$ cat src/inc/lowpow_pkg.sv
package lowpow_pkg;
    // Register byte offsets
    localparam logic [7:0] OFF_CTRL    = 8'h00;
    localparam logic [7:0] OFF_STATUS  = 8'h04;
    localparam logic [7:0] OFF_IRQ_ST  = 8'h08;
    localparam logic [7:0] OFF_IRQ_MSK = 8'h0C;
    // Control field positions
    localparam int CTRL_STANDBY_REQUEST_N_FLAG = 0;
    localparam int CTRL_MODE_LO   = 1;
    localparam int CTRL_MODE_HI   = 3;
    localparam int CTRL_RAM_ACCESS_ENABLE      = 4;
    // Interrupt status bits
    localparam int EV_WAKE = 0;
    localparam int EV_TRAP = 1;
    localparam int EV_STANDBY_REQUEST_N = 2;
    localparam int NUM_EV  = 3;
    // Reset values
    localparam logic [31:0] CTRL_RESET = 32'h0000_0010;
    // Bus modes: mode 2 and mode 4 both multiplexed
    localparam logic [2:0] MODE_MUX_A = 3'h2;
    localparam logic [2:0] MODE_MUX_B = 3'h4;
    // Trap window on instruction fetches
    localparam logic [15:0] TRAP_LO   = 16'h0000;
    localparam logic [15:0] TRAP_HI   = 16'h001F;
    localparam logic [15:0] TRAP_VEC  = 16'hFFEE;
    // AXI responses
    localparam logic [1:0] RESP_OKAY   = 2'h0;
    localparam logic [1:0] RESP_SLVERR = 2'h2;
    // Bus-phase clock divides system clock by this count
    localparam int PHASE_DIV = 4;
endpackage

$ cat src/rtl/lowpow_ctrl.sv
// Design decisions made here: the register addresses and the AXI4-Lite interface to the registers.
`timescale 1ns/1ps
module lowpow_ctrl
    import lowpow_pkg::*;
(
    input  wire logic        aclk,
    input  wire logic        aresetn,
    // AXI4-Lite slave
    input  wire logic [7:0]  s_axi_awaddr,
    input  wire logic        s_axi_awvalid,
    output logic             s_axi_awready,
    input  wire logic [31:0] s_axi_wdata,
    input  wire logic [3:0]  s_axi_wstrb,
    input  wire logic        s_axi_wvalid,
    output logic             s_axi_wready,
    output logic [1:0]       s_axi_bresp,
    output logic             s_axi_bvalid,
    input  wire logic        s_axi_bready,
    input  wire logic [7:0]  s_axi_araddr,
    input  wire logic        s_axi_arvalid,
    output logic             s_axi_arready,
    output logic [31:0]      s_axi_rdata,
    output logic [1:0]       s_axi_rresp,
    output logic             s_axi_rvalid,
    input  wire logic        s_axi_rready,
    // Pins from outside
    input  wire logic        standby_request_n,
    input  wire logic        hard_init_n,
    // Core side
    input  wire logic        sleep_instruction,
    input  wire logic        irq_request,
    input  wire logic        core_irq_mask,
    input  wire logic        fetch_valid,
    input  wire logic [15:0] fetch_addr,
    input  wire logic        opcode_undefined,
    output logic             core_clk_en,
    output logic             periph_clk_en,
    output logic             osc_en,
    output logic             core_reset,
    output logic             wake_to_service,
    output logic             wake_resume,
    output logic             trap_take,
    output logic [15:0]      trap_vector,
    output logic             ram_access_enable,
    // Pin control
    input  wire logic [7:0]  port_low_live,
    input  wire logic [4:0]  port2_live,
    output logic [4:0]       port2_out,
    output logic             port2_oe,
    output logic [7:0]       port_low_out,
    output logic             port_low_oe,
    output logic [7:0]       addr_hi_out,
    output logic             addr_hi_oe,
    output logic             data_oe,
    output logic [7:0]       data_out,
    output logic             rw_out,
    output logic             rw_oe,
    output logic             address_strobe,
    output logic             address_strobe_oe,
    output logic             crystal_output,
    output logic             irq
);

    typedef enum logic [1:0] {ST_RUN, ST_SLEEP, ST_STANDBY_REQUEST_N, ST_RESET} pmode_e;

    pmode_e      state_reg;
    logic [1:0]  standby_request_n_sync_reg;
    logic [1:0]  init_sync_reg;
    logic [31:0] ctrl_reg;
    logic [NUM_EV-1:0] ist_reg;
    logic [NUM_EV-1:0] imsk_reg;
    logic [1:0]  phase_reg;
    logic [4:0]  port2_hold_reg;
    logic [7:0]  port_low_hold_reg;
    logic        aw_reg;
    logic        w_reg;
    logic [7:0]  awaddr_reg;
    logic [31:0] wdata_reg;
    logic [3:0]  wstrb_reg;
    logic        trap_reg;
    logic        wake_svc_reg;
    logic        wake_res_reg;

    logic        standby_request_n_n;
    logic        init_n;
    logic        mux_mode;
    logic        phase_low;
    logic        wr_fire;
    logic        wr_ok;
    logic [NUM_EV-1:0] ev_set;
    logic [NUM_EV-1:0] ev_clr;

    // Register window decode, used by both channels
    function automatic logic reg_hit(input logic [7:0] a);
        reg_hit = (a == OFF_CTRL) || (a == OFF_STATUS) ||
                  (a == OFF_IRQ_ST) || (a == OFF_IRQ_MSK);
    endfunction

    // Trap address window; caller qualifies with fetch strobe
    function automatic logic in_trap_window(input logic [15:0] a);
        in_trap_window = (a >= TRAP_LO) && (a <= TRAP_HI);
    endfunction

    // Pins are asynchronous to aclk; two flops before use
    always_ff @(posedge aclk)
    begin
        if (!aresetn)
        begin
            standby_request_n_sync_reg <= 2'h3;
            init_sync_reg <= 2'h3;
        end
        else
        begin
            standby_request_n_sync_reg <= {standby_request_n_sync_reg[0], standby_request_n};
            init_sync_reg <= {init_sync_reg[0], hard_init_n};
        end
    end
    assign standby_request_n_n = standby_request_n_sync_reg[1];
    assign init_n = init_sync_reg[1];

    // Modes two and four both select the multiplexed bus
    assign mux_mode = (ctrl_reg[CTRL_MODE_HI:CTRL_MODE_LO] == MODE_MUX_A) ||
                      (ctrl_reg[CTRL_MODE_HI:CTRL_MODE_LO] == MODE_MUX_B);

    // Power state machine; standby outranks reset outranks wake
    always_ff @(posedge aclk)
    begin
        if (!aresetn)
            state_reg <= ST_RESET;
        else
        begin
            case (state_reg)
                ST_RUN:
                begin
                    if (!standby_request_n_n)
                        state_reg <= ST_STANDBY_REQUEST_N;
                    else if (!init_n)
                        state_reg <= ST_RESET;
                    else if (sleep_instruction)
                        state_reg <= ST_SLEEP;
                end
                ST_SLEEP:
                begin
                    if (!standby_request_n_n)
                        state_reg <= ST_STANDBY_REQUEST_N;
                    else if (!init_n)
                        state_reg <= ST_RESET;
                    else if (irq_request)
                        state_reg <= ST_RUN;
                end
                ST_STANDBY_REQUEST_N:
                begin
                    // Only a reset start leaves standby
                    if (standby_request_n_n && !init_n)
                        state_reg <= ST_RESET;
                end
                ST_RESET:
                begin
                    if (!standby_request_n_n)
                        state_reg <= ST_STANDBY_REQUEST_N;
                    else if (init_n)
                        state_reg <= ST_RUN;
                end
                default:
                    state_reg <= ST_RESET;
            endcase
        end
    end

    // Wake pulses: service entry when unmasked, resume when masked
    always_ff @(posedge aclk)
    begin
        if (!aresetn)
        begin
            wake_svc_reg <= 1'b0;
            wake_res_reg <= 1'b0;
        end
        else
        begin
            wake_svc_reg <= (state_reg == ST_SLEEP) && standby_request_n_n && init_n && irq_request &&
                            !core_irq_mask;
            wake_res_reg <= (state_reg == ST_SLEEP) && standby_request_n_n && init_n && irq_request &&
                            core_irq_mask;
        end
    end
    assign wake_to_service = wake_svc_reg;
    assign wake_resume     = wake_res_reg;

    // Clock gates; peripherals run unless in standby
    assign core_clk_en   = (state_reg == ST_RUN);
    assign periph_clk_en = (state_reg != ST_STANDBY_REQUEST_N);
    assign osc_en        = (state_reg != ST_STANDBY_REQUEST_N);
    assign core_reset    = (state_reg == ST_STANDBY_REQUEST_N) || (state_reg == ST_RESET);

    // Trap on undefined opcode or register-area fetch, fetch cycles only
    always_ff @(posedge aclk)
    begin
        if (!aresetn)
            trap_reg <= 1'b0;
        else
            trap_reg <= (state_reg == ST_RUN) && fetch_valid &&
                        (opcode_undefined || in_trap_window(fetch_addr));
    end
    assign trap_take   = trap_reg;
    assign trap_vector = TRAP_VEC;

    // Bus-phase clock, a quarter of the system rate
    always_ff @(posedge aclk)
    begin
        if (!aresetn)
            phase_reg <= 2'h0;
        else
            phase_reg <= phase_reg + 2'h1;
    end
    assign phase_low = (phase_reg < 2'(PHASE_DIV / 2));

    // Capture pin levels while running so sleep can replay port 2 in every mode and the low port in mux modes only
    always_ff @(posedge aclk)
    begin
        if (!aresetn)
        begin
            port2_hold_reg    <= 5'h00;
            port_low_hold_reg <= 8'h00;
        end
        else if (state_reg == ST_RUN)
        begin
            port2_hold_reg    <= port2_live;
            port_low_hold_reg <= port_low_live;
        end
    end

    // Pin conditions per power state and bus mode
    always_comb
    begin
        port2_out         = port2_hold_reg;
        port2_oe          = 1'b0;
        port_low_out      = port_low_hold_reg;
        port_low_oe       = 1'b0;
        addr_hi_out       = 8'hFF;
        addr_hi_oe        = 1'b0;
        data_out          = 8'hFF;
        data_oe           = 1'b0;
        rw_out            = 1'b1;
        rw_oe             = 1'b0;
        address_strobe    = 1'b0;
        address_strobe_oe = 1'b0;
        crystal_output    = 1'b1;
        case (state_reg)
            ST_SLEEP:
            begin
                port2_oe = 1'b1;
                addr_hi_oe = 1'b1;
                rw_oe = 1'b1;
                if (mux_mode)
                begin
                    port_low_oe = 1'b1;
                    data_oe = phase_low;
                    address_strobe_oe = 1'b1;
                    address_strobe = phase_low;
                end
                else
                begin
                    port_low_out = 8'hFF;
                    port_low_oe = 1'b1;
                end
            end
            ST_RESET:
            begin
                rw_oe = 1'b1;
                address_strobe_oe = 1'b1;
                address_strobe = phase_low;
                if (mux_mode)
                    data_oe = phase_low;
            end
            ST_STANDBY_REQUEST_N:
                crystal_output = 1'b1;
            ST_RUN:
            begin
                port2_out = port2_live;
                port_low_out = port_low_live;
            end
            default:
                crystal_output = 1'b1;
        endcase
    end

    // AXI write path: address and data accepted in either order
    assign s_axi_awready = !aw_reg && !s_axi_bvalid;
    assign s_axi_wready  = !w_reg && !s_axi_bvalid;
    assign wr_fire = aw_reg && w_reg && !s_axi_bvalid;
    assign wr_ok   = reg_hit(awaddr_reg);

    always_ff @(posedge aclk)
    begin
        if (!aresetn)
        begin
            aw_reg <= 1'b0;
            w_reg <= 1'b0;
            awaddr_reg <= 8'h00;
            wdata_reg <= 32'h0000_0000;
            wstrb_reg <= 4'h0;
            s_axi_bvalid <= 1'b0;
            s_axi_bresp <= RESP_OKAY;
        end
        else
        begin
            if (s_axi_awvalid && s_axi_awready)
            begin
                aw_reg <= 1'b1;
                awaddr_reg <= s_axi_awaddr;
            end
            if (s_axi_wvalid && s_axi_wready)
            begin
                w_reg <= 1'b1;
                wdata_reg <= s_axi_wdata;
                wstrb_reg <= s_axi_wstrb;
            end
            if (wr_fire)
            begin
                aw_reg <= 1'b0;
                w_reg <= 1'b0;
                s_axi_bvalid <= 1'b1;
                s_axi_bresp <= wr_ok ? RESP_OKAY : RESP_SLVERR;
            end
            else if (s_axi_bvalid && s_axi_bready)
                s_axi_bvalid <= 1'b0;
        end
    end

    // Control register: mode, RAM enable, standby flag.
    // The flag is cleared only by the bus reset or a CTRL write, never by the pins,
    // so software can see that power was held through standby.
    always_ff @(posedge aclk)
    begin
        if (!aresetn)
            ctrl_reg <= CTRL_RESET;
        else if (wr_fire && awaddr_reg == OFF_CTRL && wstrb_reg[0])
            ctrl_reg <= {24'h000000, 3'h0, wdata_reg[4:0]};
    end
    assign ram_access_enable = ctrl_reg[CTRL_RAM_ACCESS_ENABLE] && (state_reg != ST_STANDBY_REQUEST_N);

    // Interrupt events and write-one-to-clear; set beats clear
    assign ev_set[EV_WAKE] = wake_svc_reg || wake_res_reg;
    assign ev_set[EV_TRAP] = trap_reg;
    assign ev_set[EV_STANDBY_REQUEST_N] = (state_reg == ST_STANDBY_REQUEST_N);
    assign ev_clr = (wr_fire && awaddr_reg == OFF_IRQ_ST && wstrb_reg[0]) ?
                    wdata_reg[NUM_EV-1:0] : '0;

    genvar gi;
    generate
        for (gi = 0; gi < NUM_EV; gi++)
        begin : g_ev
            always_ff @(posedge aclk)
            begin
                if (!aresetn)
                    ist_reg[gi] <= 1'b0;
                else if (ev_set[gi])
                    ist_reg[gi] <= 1'b1;
                else if (ev_clr[gi])
                    ist_reg[gi] <= 1'b0;
            end
        end
    endgenerate

    always_ff @(posedge aclk)
    begin
        if (!aresetn)
            imsk_reg <= '0;
        else if (wr_fire && awaddr_reg == OFF_IRQ_MSK && wstrb_reg[0])
            imsk_reg <= wdata_reg[NUM_EV-1:0];
    end
    assign irq = |(ist_reg & imsk_reg);

    // AXI read path, one cycle answer
    assign s_axi_arready = !s_axi_rvalid;
    always_ff @(posedge aclk)
    begin
        if (!aresetn)
        begin
            s_axi_rvalid <= 1'b0;
            s_axi_rdata <= 32'h0000_0000;
            s_axi_rresp <= RESP_OKAY;
        end
        else if (s_axi_arvalid && s_axi_arready)
        begin
            s_axi_rvalid <= 1'b1;
            s_axi_rresp <= reg_hit(s_axi_araddr) ? RESP_OKAY : RESP_SLVERR;
            case (s_axi_araddr)
                OFF_CTRL:    s_axi_rdata <= ctrl_reg;
                OFF_STATUS:  s_axi_rdata <= {29'h0, mux_mode, 2'(state_reg)};
                OFF_IRQ_ST:  s_axi_rdata <= {29'h0, ist_reg};
                OFF_IRQ_MSK: s_axi_rdata <= {29'h0, imsk_reg};
                default:     s_axi_rdata <= 32'h0000_0000;
            endcase
        end
        else if (s_axi_rvalid && s_axi_rready)
            s_axi_rvalid <= 1'b0;
    end

    // Checks
    property p_sleep_stops_core;
        @(posedge aclk) disable iff (!aresetn)
        (state_reg == ST_SLEEP) |-> !core_clk_en && periph_clk_en;
    endproperty
    a_sleep_stops_core: assert property (p_sleep_stops_core) else $error("core clock live in sleep");

    property p_wake_svc;
        @(posedge aclk) disable iff (!aresetn)
        (state_reg == ST_SLEEP && standby_request_n_n && init_n && irq_request && !core_irq_mask)
            |=> wake_to_service && state_reg == ST_RUN;
    endproperty
    a_wake_svc: assert property (p_wake_svc) else $error("unmasked wake missed");

    property p_wake_res;
        @(posedge aclk) disable iff (!aresetn)
        (state_reg == ST_SLEEP && standby_request_n_n && init_n && irq_request && core_irq_mask)
            |=> wake_resume && !wake_to_service;
    endproperty
    a_wake_res: assert property (p_wake_res) else $error("masked wake wrong");

    property p_no_spurious_wake;
        @(posedge aclk) disable iff (!aresetn)
        (state_reg == ST_SLEEP && !irq_request && standby_request_n_n && init_n) |=> state_reg == ST_SLEEP;
    endproperty
    a_no_spurious_wake: assert property (p_no_spurious_wake) else $error("woke without request");

    property p_standby_request_n_clocks;
        @(posedge aclk) disable iff (!aresetn)
        (state_reg == ST_STANDBY_REQUEST_N) |-> !osc_en && core_reset && crystal_output && !data_oe && !port2_oe;
    endproperty
    a_standby_request_n_clocks: assert property (p_standby_request_n_clocks) else $error("standby not quiet");

    property p_sleep_to_standby_request_n;
        @(posedge aclk) disable iff (!aresetn)
        (state_reg == ST_SLEEP && !standby_request_n_n) |=> state_reg == ST_STANDBY_REQUEST_N;
    endproperty
    a_sleep_to_standby_request_n: assert property (p_sleep_to_standby_request_n) else $error("standby pin ignored in sleep");

    property p_trap_window;
        @(posedge aclk) disable iff (!aresetn)
        (state_reg == ST_RUN && fetch_valid && fetch_addr <= TRAP_HI) |=> trap_take;
    endproperty
    a_trap_window: assert property (p_trap_window) else $error("register fetch not trapped");

    property p_trap_fetch_only;
        @(posedge aclk) disable iff (!aresetn)
        !fetch_valid |=> !trap_take;
    endproperty
    a_trap_fetch_only: assert property (p_trap_fetch_only) else $error("trap without fetch");

    property p_reset_pins;
        @(posedge aclk) disable iff (!aresetn)
        (state_reg == ST_RESET && !mux_mode) |-> rw_oe && rw_out && !addr_hi_oe
            && address_strobe == phase_low;
    endproperty
    a_reset_pins: assert property (p_reset_pins) else $error("reset pin state wrong");

    c_sleep_wake: cover property (@(posedge aclk) state_reg == ST_SLEEP ##1 state_reg == ST_RUN);
    c_standby_request_n_exit: cover property (@(posedge aclk) state_reg == ST_STANDBY_REQUEST_N ##1 state_reg == ST_RESET);
    c_trap: cover property (@(posedge aclk) trap_take);
    c_irq: cover property (@(posedge aclk) irq);

endmodule

$ cat config.mk
export PLATFORM = sky130hd
export DESIGN_NAME = lowpow_ctrl
export DESIGN_NICKNAME = d
export VERILOG_FILES = /design/src/inc/lowpow_pkg.sv /design/src/rtl/lowpow_ctrl.sv
export SDC_FILE = /design/constraint.sdc
export NUM_CORES = 1
export LEC_CHECK = 0
export BUFFER_PORTS_ARGS = -buffer_cell sky130_fd_sc_hd__buf_2
export CAP_MARGIN = 10
export CELL_PAD_IN_SITES_DETAIL_PLACEMENT = 1
export CELL_PAD_IN_SITES_GLOBAL_PLACEMENT = 2
export CORE_ASPECT_RATIO = 1.75
export CORE_UTILIZATION = 24
export CTS_CLUSTER_DIAMETER = 120
export DETAILED_ROUTE_END_ITERATION = 10
export PLACE_DENSITY_LB_ADDON = 0.1
export RECOVER_POWER = 50
export SKIP_LAST_GASP = 1
export SYNTH_ARGS = -nofsm -noshare
export SYNTH_HDL_FRONTEND = slang
export SYNTH_SLANG_ARGS = --single-unit
$ cat constraint.sdc
create_clock -name aclk -period 2.61 [get_ports aclk]
set_input_delay 0.1305 -clock aclk [delete_from_list [all_inputs] [get_ports aclk]]
set_output_delay 0.1305 -clock aclk [all_outputs]
set_load 0.02 [all_outputs]
==> results.tsv <==
stage	metric	value	unit
finish	final core utilization	29.72	%
routing	drt drc	1	
setup_path	R2R setup slack	1010	ps
timing	pins over their slew limit	40	
floorplan	row count	54	
clocking	Clk pin slew, worst setup/hold paths	50	ps
clocking	# clock sinks	60	
power_and_ir_drop	PD cells	655.7	nW/um^2
min_path	start point of the worst hold path	fetch_valid	
synth	synth top area cells	dfxtp_1, buf_4, mux2i_1	
placement	HPWL Detailed	5.805	mm
setup_path	FF-to-FF path depth	4	
setup_path	worst path arrival time	1760	ps
global_route	first-pass GRT wire length	11.22	mm
status	status	finished, violations left	
global_route	antenna violations before repair	0	
floorplan	die area	13140	sq um
synth	top cell type's share of synthesized area	39.52	%
timing	Final Hold Viols	0	
setup_path	worst-path cell chain	nor2b_1 > nand2_1 > nand2_1 > buf_2	
setup_path	Reg2Reg Capture Point	ctrl_reg[1]$_SDFFE_PN0P_	
finish	share of layout cells above drive strength 1	24.77	%
setup_path	Max FO, Critical Path	8	
finish	most frequent cells in the layout	buf_2, conb_1, dfxtp_1	
timing	clk_skew	6.341	ps
timing	FMAX	529.7	MHz
synth	Ys Warns	0	
min_path	Hold Path Sink	trap_take$_SDFF_PN0_	
finish	Layout Nets	528	
timing	Final Setup Violations	0	
global_route	Overall Global Routing Usage	11.60	%
clocking	clock latency on the worst-skew pair	320	ps
timing	Max-slew headroom	-2.992	%
power_and_ir_drop	VDD IR max	0.0002909	V
setup_path	CP Data Required Time	2480	ps
finish	synth-to-layout area growth	21.57	%
floorplan	Die Y	150.9	um
min_path	Hold Path Cell Cnt	3	
setup_path	Worst R2R Start	s_axi_bvalid$_SDFFE_PN0P_	
routing	DR pass1 iterations	7	
synth	syn_area_per_cell	9.045	sq um
placement	IO Port Bufs	100	
clocking	CTS Buffer Depth	2	
clocking	number of gates resized after cts	0	
clocking	CTS root buffer	clkbuf_16	
status	failing checks	DRC, capacitance limit, slew limit	
synth	register area share after synthesis	39.52	%
setup_path	crit start category	register	
floorplan	Starting Density	24.45	%
global_route	grt ovf	0	
finish	diode count	0	
routing	WL final	7.263	mm
power_and_ir_drop	Leak	1.737	nW
timing	Fin Setup TNS	0	ps
setup_path	critical path type	reg2out	
routing	Iter 0 DRT Violations	69	
job	maxcap violations	1	
synth	mapped cell area	3039	sq um
synth	FF+latch count, synth	60	
clocking	clock tree from TritonCTS	done	
timing	Least-Margin Pin Slew	1545	ps
setup_path	Crit path largest cell delay	490	ps
finish	commonest non-fill, non-tap cell in the layout	buf_2	
timing	Min Clock Period, post-route	1888	ps
routing	vias	2366	
synth	library cells used by synthesis	39	
min_path	Hold Crit Class	in2reg	
synth	area leader, netlist	dfxtp_1	
timing	RSZ-0062 raised after global routing	false	
timing	post-route clock period utilization	72.34	%
floorplan	Die X	87.07	um
routing	DR WL/cell	12.02	um
clocking	Inserted Clock Buffers	9	
synth	cells after synthesis	336	
setup_path	CP max stage cell	dfxtp_1	
placement	GPL Wtd Cong	0.6659	
floorplan	Core ar.	12430	sq um
clocking	H-tree depth	3	
setup_path	CP Capture Type	output port	
finish	# fillers	1574	
global_route	largest net degree at the start of global routing	40	
routing	vias per cell	3.917	
setup_path	CP most frequent cell	nand2_1	
routing	DRT antenna net count	0	
floorplan	num ports	199	
global_route	vias in the first global route	2238	
[kinds of logic after synthesis]
family	Yosys count	share of synthesized area, %
compound gates	34	8.275
xor+xnor	1	0.2882
buf+inv	89	19.56
flops	60	39.52
mux	31	11.24
other cells	2	0.2471
simple gates	119	20.87
[power breakdown]
part	internal [mW]	switching, mW	leakage (nW)
Combinational	0.134	0.260	1.12
Clock	0.650	0.386	0.131
Sequential	0.960	0.0318	0.490
[critical path, delay by kind of cell, from the launching register on]
family        cells  cell delay [ps]
buf+inv           1              170
flops             1              490
simple gates      3              770
[area by class of cell]
cell class | instances | area (sq um) | share of cell area (%)
Multi-Input combinational cell | 248 | 1473 | 39.86
Sequential cell | 60 | 1201 | 32.51
Timing Repair Buffer | 106 | 523.0 | 14.16
Clock buffer | 11 | 242.7 | 6.570
Tap cell | 168 | 210.2 | 5.689
Inverter | 8 | 30.03 | 0.8127
Clock inverter | 3 | 15.01 | 0.4064
[routing by layer]
layer  wire [um]  global-route usage (%)  vias up
li1            -                       -     1169
met1        2631                   11.28     1095
met2        4055                   22.05       96
met3         453                   2.997        6
met4         122                   5.750        0
met5           0                       0        -
[cell usage after synthesis (all sizes together)]
master / instances
nand3: 6
a21boi: 15
nand2b: 8
conb: 2
or4: 1
a21o: 1
a222oi: 1
nand3b: 2
mux4: 2
xor2: 1
o21ai: 5
nand4: 3
or3: 1
nor4: 3
a31oi: 4
mux2i: 24
dfxtp: 60
o211a: 4
a21bo: 1
o31ai: 1
and3b: 1
nor3b: 2
clkbuf: 12
nor2: 10
a21oi: 1
inv: 8
nand2: 48
buf: 69
and3: 1
nor2b: 22
nor3: 2
and2: 9
mux2: 5
o311ai: 1
[worst max-delay path by stage]
stage,to,startpoint,cells past startpoint
4_1_cts,port_low_out[0],state_reg[0]$_SDFFE_PN1P_,4
3_3_place_gp,port_low_out[1],state_reg[0]$_SDFFE_PN1P_,4
2_1_floorplan,address_strobe,ctrl_reg[3]$_SDFFE_PN0P_,4
3_5_place_dp,port_low_out[0],state_reg[0]$_SDFFE_PN1P_,4
5_1_grt,ctrl_reg[4]$_SDFFE_PN1P_,aresetn,4
6_report,port_low_out[0],state_reg[0]$_SDFFE_PN1P_,4
[per-stage QoR]
step / hold WS (ps) / std cells / power (mW) / setup slack (ps) / instance area (sq um)
after global routing: 50.66 / 604 / 2.559 / 493.3 / 3695
after detailed placement: 315.1 / 587 / 1.413 / 971.6 / 3437
after CTS: 29.95 / 604 / 2.479 / 611.4 / 3725
after floorplan: 202.9 / 397 / 1.359 / 844.8 / 3268
after global placement: 314.8 / 587 / 1.409 / 1003 / 3437
final: 47.58 / 604 / 2.423 / 722.0 / 3695
[timing repair]
item | CTS | global route
hold buffers | 3 | 0
buffers inserted | 0 | 0
hold endpoints to repair | 3 | 0
setup endpoints to repair | 0 | 0
Note: power is estimated with default switching activity, not from simulation.
